### config.mk
export PLATFORM = sky130hd
export DESIGN_NAME = nmi_pin_ctrl
export DESIGN_NICKNAME = d
export VERILOG_FILES = /design/src/rtl/nmi_pkg.sv /design/src/rtl/nmi_pin_ctrl.sv
export VERILOG_INCLUDE_DIRS = /design/src /design/src/rtl
export SDC_FILE = /design/constraint.sdc
export NUM_CORES = 1
export LEC_CHECK = 0
export BUFFER_PORTS_ARGS = -buffer_cell sky130_fd_sc_hd__buf_2
export CAP_MARGIN = 20
export CORE_MARGIN = 4
export CORE_UTILIZATION = 44
export CTS_CLUSTER_DIAMETER = 60
export CTS_CLUSTER_SIZE = 8
export DETAILED_ROUTE_END_ITERATION = 7
export PLACE_DENSITY = 0.79
export SKIP_LAST_GASP = 1
export SLEW_MARGIN = 10
export SYNTH_ARGS = -nofsm -noshare
export SYNTH_HDL_FRONTEND = slang
export SYNTH_SLANG_ARGS = --single-unit
### constraint.sdc
create_clock -name clk -period 2.4 [get_ports clk]
set_clock_uncertainty 0.15 [all_clocks]
set_input_delay 0.6 -clock clk [delete_from_list [all_inputs] [get_ports clk]]
set_output_delay 0.6 -clock clk [all_outputs]
set_load 0.05 [all_outputs]
### src/rtl/nmi_consts.svh
/*
  Timing counts, strap codes and field positions for the narrow memory pin control block.
  Assumes it is included by its bare name from the design file only; the package does not include it.
*/
`ifndef NMI_CONSTS_SVH
`define NMI_CONSTS_SVH

// Core clock rate in MHz.
`define NMI_CLK_MHZ       125
// Core cycles per half period of the CPU/4 and CPU/6 derived clocks.
`define NMI_DIV4_HALF     2'h2
`define NMI_DIV6_HALF     2'h3
// Strap codes on address pins 15:14; the remaining codes select the clock pin.
`define NMI_STRAP_DIV4    2'h1
`define NMI_STRAP_DIV6    2'h2
// Word address field that decodes the space selects (bits 31:26).
`define NMI_SPACE_HI      31
`define NMI_SPACE_LO      26
// Upper four decode bits that mark an external space access.
`define NMI_SPACE_BASE    4'h8
// Core cycles after reset release before the strap is taken.
`define NMI_STRAP_WAIT    2'h2

`endif

### src/rtl/nmi_pkg.sv
/*
  Types shared by the narrow memory pin control block.
  Assumes the constants header is on the include path.
*/
package nmi_pkg;

  // Memory type of one external space.
  typedef enum logic [1:0] {MEM_ASYNC, MEM_SDRAM, MEM_SYNC} nmi_mem_t;

  // Source of the interface input clock.
  typedef enum logic [1:0] {SRC_PIN, SRC_DIV4, SRC_DIV6} nmi_src_t;

  // Output clock divide ratio.
  typedef enum logic [1:0] {DIV_BY1, DIV_BY2, DIV_BY4} nmi_ratio_t;

  // Arbitration state.
  typedef enum logic {ARB_OWN, ARB_GRANT} nmi_arb_t;

  // Strobe intents from the access sequencer, active high.
  typedef struct packed {
    logic read;
    logic out_en;
    logic write;
    logic addr_stb;
    logic sd_cas;
    logic sd_ras;
    logic sd_we;
  } nmi_stb_t;

  // One access beat offered by the sequencer.
  typedef struct packed {
    logic        valid;
    logic        is_write;
    logic        half;
    logic        byte0;
    logic        periph;
    logic [31:0] word_addr;
    nmi_stb_t    stb;
  } nmi_acc_t;

  // Driven pin levels, active-low strobes.
  typedef struct packed {
    logic [3:0] space_select_n;
    logic [1:0] byte_lane_select_n;
    logic       read_strobe_n;
    logic       output_strobe_n;
    logic       write_strobe_n;
    logic       peripheral_direct_transfer_n;
    logic       full_rate_clock_out;
    logic       divided_clock_out;
  } nmi_pins_t;

  // Whole state of the block.
  typedef struct packed {
    logic [1:0] pin_sync;
    logic [1:0] hold_sync;
    logic [3:0] strap_sync;
    logic [1:0] strap_cnt;
    logic       strap_done;
    nmi_src_t   src;
    logic       pin_prev;
    logic [1:0] div_cnt;
    logic [1:0] tick_cnt;
    nmi_arb_t   arb;
    nmi_pins_t  pins;
  } nmi_state_t;

endpackage : nmi_pkg

### src/rtl/nmi_pin_ctrl.sv
/*
  Pin control of the narrow external memory interface: clock source strap, two output
  clocks, space decode, byte lanes, shared strobes, direct peripheral transfer and host
  bus arbitration.
  Assumes a sequencer on clk offers one access beat per cycle and holds it while stalled;
  pins from outside (clock pin, hold request, straps) are asynchronous to clk.
*/
`include "nmi_consts.svh"

module nmi_pin_ctrl (
  // Clock and reset.
  input  wire logic               clk,
  input  wire logic               rst_n,
  // External pins sampled by the block.
  input  wire logic               iface_clock_in,
  input  wire logic [1:0]         iface_address_strap,
  input  wire logic               bus_hold_request,
  // Static configuration.
  input  wire nmi_pkg::nmi_mem_t  space_mem_type [4],
  input  wire logic               read_enable_select,
  input  wire logic               mem_is_8bit,
  input  wire nmi_pkg::nmi_ratio_t clk_ratio,
  // Access beats from the sequencer.
  input  wire nmi_pkg::nmi_acc_t  acc,
  output logic                    acc_ready,
  // Pins driven by the block.
  output nmi_pkg::nmi_pins_t      pins,
  output logic                    pins_oe,
  output logic                    bus_grant_ack_n,
  output logic                    bus_need_request,
  output nmi_pkg::nmi_src_t       clk_source
);

  // Registered and next state.
  nmi_pkg::nmi_state_t st_q;
  nmi_pkg::nmi_state_t st_d;
  // Half period tick of the selected input clock.
  logic                tick;
  // Decoded space of the offered beat.
  logic [3:0]          space_hit;
  // Memory type of the addressed space.
  nmi_pkg::nmi_mem_t   mtype;

  // One-hot decode of the space field, one select per space.
  genvar gi;
  generate
    for (gi = 0; gi < 4; gi++)
    begin : g_space
      assign space_hit[gi] = acc.valid &&
        (acc.word_addr[`NMI_SPACE_HI:`NMI_SPACE_LO] == {`NMI_SPACE_BASE, 2'(gi)});
    end
  endgenerate

  // Picks the type of the addressed space; unmapped beats default to asynchronous.
  always_comb
  begin
    mtype = nmi_pkg::MEM_ASYNC;
    for (int i = 0; i < 4; i++)
    begin
      if (space_hit[i])
      begin
        mtype = space_mem_type[i];
      end
    end
  end

  // Next-state logic of the whole block.
  always_comb
  begin
    st_d = st_q;
    tick = 1'b0;
    // Two-flop synchronisers for every outside pin.
    st_d.pin_sync   = {st_q.pin_sync[0], iface_clock_in};
    st_d.hold_sync  = {st_q.hold_sync[0], bus_hold_request};
    st_d.strap_sync = {st_q.strap_sync[1:0], iface_address_strap};

    if (!st_q.strap_done)
    begin
      st_d.strap_cnt = st_q.strap_cnt + 2'h1;
      if (st_q.strap_cnt == `NMI_STRAP_WAIT)
      begin
        st_d.strap_done = 1'b1;
        unique case (st_q.strap_sync[3:2])
          `NMI_STRAP_DIV4: st_d.src = nmi_pkg::SRC_DIV4;
          `NMI_STRAP_DIV6: st_d.src = nmi_pkg::SRC_DIV6;
          default:         st_d.src = nmi_pkg::SRC_PIN;
        endcase
      end
    end

    // Half period ticks from the chosen source.
    st_d.pin_prev = st_q.pin_sync[1];
    unique case (st_q.src)
      nmi_pkg::SRC_PIN:
      begin
        // Either edge of the synchronised pin.
        tick = st_q.pin_sync[1] ^ st_q.pin_prev;
      end
      default:
      begin
        // CPU/4 or CPU/6 divider from the core clock.
        if (st_q.div_cnt + 2'h1 >= ((st_q.src == nmi_pkg::SRC_DIV4) ?
            `NMI_DIV4_HALF : `NMI_DIV6_HALF))
        begin
          tick         = 1'b1;
          st_d.div_cnt = 2'h0;
        end
        else
        begin
          st_d.div_cnt = st_q.div_cnt + 2'h1;
        end
      end
    endcase

    if (tick && st_q.strap_done)
    begin
      st_d.pins.full_rate_clock_out = ~st_q.pins.full_rate_clock_out;
      st_d.tick_cnt = st_q.tick_cnt + 2'h1;
      unique case (clk_ratio)
        nmi_pkg::DIV_BY2: if (st_q.tick_cnt[0])
                          begin
                            st_d.pins.divided_clock_out = ~st_q.pins.divided_clock_out;
                          end
        nmi_pkg::DIV_BY4: if (st_q.tick_cnt == 2'h3)
                          begin
                            st_d.pins.divided_clock_out = ~st_q.pins.divided_clock_out;
                          end
        default:          st_d.pins.divided_clock_out = ~st_q.pins.divided_clock_out;
      endcase
    end

    // Idle pin levels unless a beat is taken this cycle.
    st_d.pins.space_select_n               = 4'hf;
    st_d.pins.byte_lane_select_n           = 2'h3;
    st_d.pins.read_strobe_n                = 1'b1;
    st_d.pins.output_strobe_n              = 1'b1;
    st_d.pins.write_strobe_n               = 1'b1;
    st_d.pins.peripheral_direct_transfer_n = 1'b1;

    unique case (st_q.arb)
      nmi_pkg::ARB_OWN:
      begin
        if (st_q.hold_sync[1] && !acc.valid)
        begin
          st_d.arb = nmi_pkg::ARB_GRANT;
        end
        else if (acc.valid)
        begin
          st_d.pins.space_select_n = ~space_hit;
          if (mem_is_8bit)
          begin
            st_d.pins.byte_lane_select_n = 2'h2;
          end
          else if (acc.half || !acc.is_write)
          begin
            st_d.pins.byte_lane_select_n = 2'h0;
          end
          else
          begin
            st_d.pins.byte_lane_select_n = acc.byte0 ? 2'h1 : 2'h2;
          end
          unique case (mtype)
            nmi_pkg::MEM_SDRAM:
            begin
              st_d.pins.read_strobe_n   = ~acc.stb.sd_cas;
              st_d.pins.output_strobe_n = ~acc.stb.sd_ras;
              st_d.pins.write_strobe_n  = ~acc.stb.sd_we;
            end
            nmi_pkg::MEM_SYNC:
            begin
              st_d.pins.read_strobe_n   = read_enable_select ? ~acc.stb.read
                                                             : ~acc.stb.addr_stb;
              st_d.pins.output_strobe_n = ~acc.stb.out_en;
              st_d.pins.write_strobe_n  = ~acc.stb.write;
            end
            default:
            begin
              // Asynchronous read, output and write enables.
              st_d.pins.read_strobe_n   = ~acc.stb.read;
              st_d.pins.output_strobe_n = ~acc.stb.out_en;
              st_d.pins.write_strobe_n  = ~acc.stb.write;
            end
          endcase
          st_d.pins.peripheral_direct_transfer_n = ~acc.periph;
        end
      end
      nmi_pkg::ARB_GRANT:
      begin
        if (!st_q.hold_sync[1])
        begin
          st_d.arb = nmi_pkg::ARB_OWN;
        end
      end
    endcase
  end

  // Registers the whole state; reset loads constants only.
  always_ff @(posedge clk or negedge rst_n)
  begin
    if (!rst_n)
    begin
      st_q      <= '0;
      st_q.pins <= '{space_select_n: 4'hf, byte_lane_select_n: 2'h3, read_strobe_n: 1'b1,
                    output_strobe_n: 1'b1, write_strobe_n: 1'b1,
                    peripheral_direct_transfer_n: 1'b1, full_rate_clock_out: 1'b0,
                    divided_clock_out: 1'b0};
    end
    else
    begin
      st_q <= st_d;
    end
  end

  // Beats stall only while the host owns the bus; a pending hold waits for the offered beat,
  // so a beat shown on the pins is always one the sequencer sees taken.
  assign acc_ready        = (st_q.arb == nmi_pkg::ARB_OWN);
  assign pins             = st_q.pins;
  assign pins_oe          = (st_q.arb == nmi_pkg::ARB_OWN);
  assign bus_grant_ack_n  = (st_q.arb != nmi_pkg::ARB_GRANT);
  // Tells the host the device has work waiting.
  assign bus_need_request = (st_q.arb == nmi_pkg::ARB_GRANT) && acc.valid;
  assign clk_source       = st_q.src;

endmodule : nmi_pin_ctrl

### After elaboration in Yosys (flattened, before gate mapping)

Cells that the tools add are included.

| word-level totals | value |
|---|---|
| RAM bits | 0 |
| bits in registers | 31 |
| latch bits | 0 |
| memories | 0 |
| word-level logic and storage cells | 89 |
| memory bits (read-only) | 0 |
| input port bits | 62 |

| operators by class | value |
|---|---|
| reductions and logical operators | 13 |
| divide/modulo/power cells | 0 |
| muxes and demuxes | 25 |
| bitwise gates (word level) | 14 |
| add/subtract/negate cells | 3 |
| shift-type cells | 0 |
| $lt $le $gt $ge | 1 |
| eq/ne operators | 15 |
| multipliers | 0 |

Operator list:

| kind | count |
|---|---|
| $mux W10 | 3 |
| $eq A6 B6 Y1 const B | 4 |
| $mux W2 | 8 |
| $not A1 Y1 | 12 |
| $eq A2 B2 Y1 const B | 5 |
| $eq A2 B1 Y1 const B | 4 |
| $mux W1 | 8 |
| $logic_and A1 B1 Y1 | 7 |
| $add A2 B1 Y2 const B | 3 |
| $mux W3 | 2 |
| $pmux W3 S2 | 1 |
| $ne A2 B2 Y1 const B | 2 |
| $not A4 Y4 | 1 |
| $pmux W1 S2 | 2 |
| $pmux W2 S2 | 1 |
| $reduce_and A3 Y1 | 1 |
| $ge A2 B2 Y1 | 1 |
| $logic_not A1 Y1 | 2 |
| $logic_not A2 Y1 | 1 |
| $reduce_and A2 Y1 | 1 |
| $logic_or A1 B1 Y1 | 1 |
| $xor A1 B1 Y1 | 1 |

### Depth between registers and ports, before layout

| depth | value |
|---|---|
| word-level depth | 11 |
| depth in mapped cells | 8 |
| depth with buffers taken out | 7 |

### Least setup slack after synthesis

OpenSTA, ideal clock, no wires.

| timing path | value |
|---|---|
| path type | input to register |
| start point | input acc[36] (netlist name) |
| end point | register pins[5] (netlist name) |
| setup time | 0.084 ns |
| data arrival time | 1.910 ns |
| slack | 0.255 ns |
| stages on the path | 6 |
| required time | 2.166 ns |
| path buffers | 0 |
| path through | nor4b_4 -> nand2_1 -> a211o_1 -> ha_1 -> nand2b_1 -> o2111ai_1 |

RTL lines:

| item | line | RTL |
|---|---|---|
| from (decl) | nmi_pin_ctrl.sv:24 | `input wire nmi_pkg::nmi_acc_t acc,` |

==> metrics.md <==
| Metric | Value |
|---|---|
| Max-slew violation count | `0` |
| Met1 Use GR | `0.134` |
| Switch share | `0.303` |
| # clock sinks | `31` |
| Max VDD drop | `0.000333 V` |
| CP Capture Type | `flip-flop` |
| Drt initial violations | `24` |
| Sequential area share after synthesis | `0.546` |
| Worst-Skew Late Latency | `0.32 ns` |
| Area grow syn2layout | `20.2%` |
| Nets | `235` |
| DRT Wirelength | `2.50 mm` |
| Final TNS setup | `0 ns` |
| GRT Residual Overflow | `0` |
| Count of final setup violators | `0` |
| Layout cells sized above 1 | `0.470` |
| Vias in the first global route | `1066` |
| CP Buf/Inv Count | `1` |
| Max Freq | `487 MHz` |
| Critical Path RT | `2.49 ns` |
| Final instance area | `1740 um^2` |
| Wirelength per Cell | `11.8 um` |
| CTS tree | `done` |
| Max-cap violation count | `0` |
| Clk slew on worst S/H paths | `0.10 ns` |
| Mapped cell area | `1440 um^2` |
| Sw power | `432 uW` |
| #FFs+latches synth | `31` |
| Clk pwr share | `0.290` |
| Placer Congestion | `0.708` |
| H-Tree Depth | `2` |
| Worst-Margin Slew | `0.643 ns` |
| Worst Setup SP | `acc[36]` |
| Crit-path max cell delay | `0.33 ns` |
| Global routing usage on met3 | `0.0786` |
| Drt drc | `0` |
| Post-DRT Antenna Nets | `0` |
| Post-CTS Resized | `0` |
| Yosys cell types | `35` |
| Minimum clock period | `2.05 ns` |
| Die Ht | `65.3 um` |
| Port Buffers | `53` |
| Hold Path Class | `in -> async` |
| CTS Hold Bufs | `0` |
| Cell-internal power | `995 uW` |
| Std cell rows | `20` |
| Final total power | `1430 uW` |
| First-pass GRT wire length | `4.38 mm` |
| Startpoint types | `input port` |
| Setup CP Type | `in -> reg` |
| Largest net degree at the start of global routing | `32` |
| Flop pwr share | `0.446` |
| Initial Util | `0.465` |
| Antenna Cells | `0` |
| P_leak | `0.000829 uW` |
| Ys Warns | `0` |
| Area of the die | `4260 um^2` |
| Initial antenna violation count | `0` |
| Avg Synthesized Cell Area | `11.7 um^2` |
| GRT Util Overall | `0.138` |
| Reg2reg start | `clk_source[1]` |
| Status | `complete, no violations` |
| Slowest CP cell | `ha_1` |
| Setup slack after layout | `0.348 ns` |
| Fin Hold WS | `0.138 ns` |
| Io pins | `80` |
| Initial DRT Pass Iterations | `3` |
| Hold Vio Cnt, Final | `0` |
| Arrival @ worst endpoint | `2.15 ns` |
| Layer with the highest usage | `met2` |
| Final worst-path cycle share | `0.855` |
| Power Density | `822 nW/um^2` |
| Cells after Synth | `123` |
| CTS Buf Count | `5` |
| Met2 global-route usage | `0.244` |
| Number of buffers added for setup after CTS | `0` |
| Combinational Power Share | `0.263` |
| HPWL Detailed | `2.01 mm` |
| CTS Buffer Depth | `2` |
| Core ar. | `3100 um^2` |
| Die width | `65.3 um` |
| Post-placement worst setup slack | `0.0110 ns` |
| Area post-placement | `1650 um^2` |
| Crit Path Max Fanout | `4` |
| Slew headroom | `0.571` |
| Syn Nets | `191` |
| Via count | `993` |
| RSZ-0062 raised after global routing | `false` |
| Family with the most delay on the worst path | `simple AND/OR/NAND/NOR gates` |
| Vias per std cell | `4.68` |
| Critical path, cell by cell | `buf_2 > nor4b_4 > nand2_1 > a211o_1 > ha_1 > nand2b_1 > o2111ai_1` |
| Clock Root Buffer | `clkbuf_4` |
[through the flow]
stage	utilization	cells
global route	0.559	212
finish	0.559	212
global placement	0.531	204
floorplan	-	123
CTS	0.559	212
detailed placement	0.531	204
[synth_stat cells]
cell / count / share of area
dfrtp_1: 21 / 0.36
buf_4: 16 / 0.083
dfstp_2: 10 / 0.18
inv_1: 9 / 0.023
nand2_1: 8 / 0.021
ha_1: 6 / 0.052
nor2b_1: 6 / 0.026
nor2_1: 5 / 0.013
o21ai_0: 5 / 0.017
nand2b_1: 4 / 0.017
xor2_1: 3 / 0.018
a211oi_1: 2 / 0.010
buf_2: 2 / 0.0069
mux2i_1: 2 / 0.014
nand3b_1: 2 / 0.010
o221ai_1: 2 / 0.012
xnor2_1: 2 / 0.012
a211o_1: 1 / 0.0061
a211oi_2: 1 / 0.0087
a21oi_1: 1 / 0.0035
a22o_1: 1 / 0.0061
a32o_2: 1 / 0.0078
and2_1: 1 / 0.0043
mux2_2: 1 / 0.0078
mux2_4: 1 / 0.010
nand4_1: 1 / 0.0043
nand4b_1: 1 / 0.0061
nor3_1: 1 / 0.0035
nor3b_1: 1 / 0.0052
nor4b_4: 1 / 0.016
o2111ai_1: 1 / 0.0061
o211a_1: 1 / 0.0069
o211ai_1: 1 / 0.0052
or2_2: 1 / 0.0043
or3_1: 1 / 0.0043
[final cells by class]
cell class | count | area, um^2
Inverter | 9 | 33.8
Fill cell | 288 | 1370
Clock buffer | 6 | 51.3
Sequential cell | 31 | 788
Timing Repair Buffer | 55 | 280
Tap cell | 44 | 55.1
Clock inverter | 2 | 35.0
Multi-Input combinational cell | 65 | 492
[layer usage]
layer | share of wire | up-vias
li1 | - | 484
met1 | 0.39 | 453
met2 | 0.47 | 50
met3 | 0.13 | 6
met4 | 0.015 | 0
met5 | 0 | -
[final timing paths]
| check | slack [ns] | to | cells after the start |
|---|---|---|---|
| min | 0.14 | clk_source[0] | 1 |
| max reg2reg | 0.57 | st_q[14] | 6 |
| max | 0.35 | pins[5] | 7 |
| min in group clk | 0.20 | st_d[17] | 0 |
| max in group asynchronous | 1.54 | st_d[17] | 1 |
| min reg2reg | 0.20 | st_d[17] | 0 |
[sequential cells by signal, summed over array words and instances, names as in the netlist]
register	count
st_d	5
st_q	12
clk_source	2
pins	12
[power by group through the flow]
stage / combinational [uW] / sequential, uW / clock [uW]
after global placement: 362 / 643 / 0
after CTS: 383 / 640 / 430
final: 376 / 637 / 414
after floorplan: 317 / 638 / 0
after detailed placement: 381 / 649 / 0
after global routing: 415 / 650 / 460
[cell usage in the layout, fill, tap and decap left out, types with 3 or more instances in the layout]
cell	n
nor2b_1	6
nand2_1	8
nand2b_1	4
dfrtp_1	21
ha_1	6
buf_2	53
nor2_1	5
clkbuf_4	5
dfstp_2	10
xor2_1	3
o21ai_0	5
inv_1	9
[kinds of logic (layout without fill, tap and decap cells)]
| logic type | count (synthesis) | in the layout | synth area share |
|---|---|---|---|
| AND/OR/NAND/NOR | 33 | 33 | 0.136 |
| XOR/XNOR | 5 | 5 | 0.0303 |
| buffers and inverters | 27 | 72 | 0.114 |
| adder cells (fa/ha/maj) | 6 | 6 | 0.0520 |
| flip-flops | 31 | 31 | 0.546 |
| AO/OA/AOI/OAI | 17 | 17 | 0.0901 |
| multiplexers | 4 | 4 | 0.0321 |
Power figures use the tool's default switching activity.
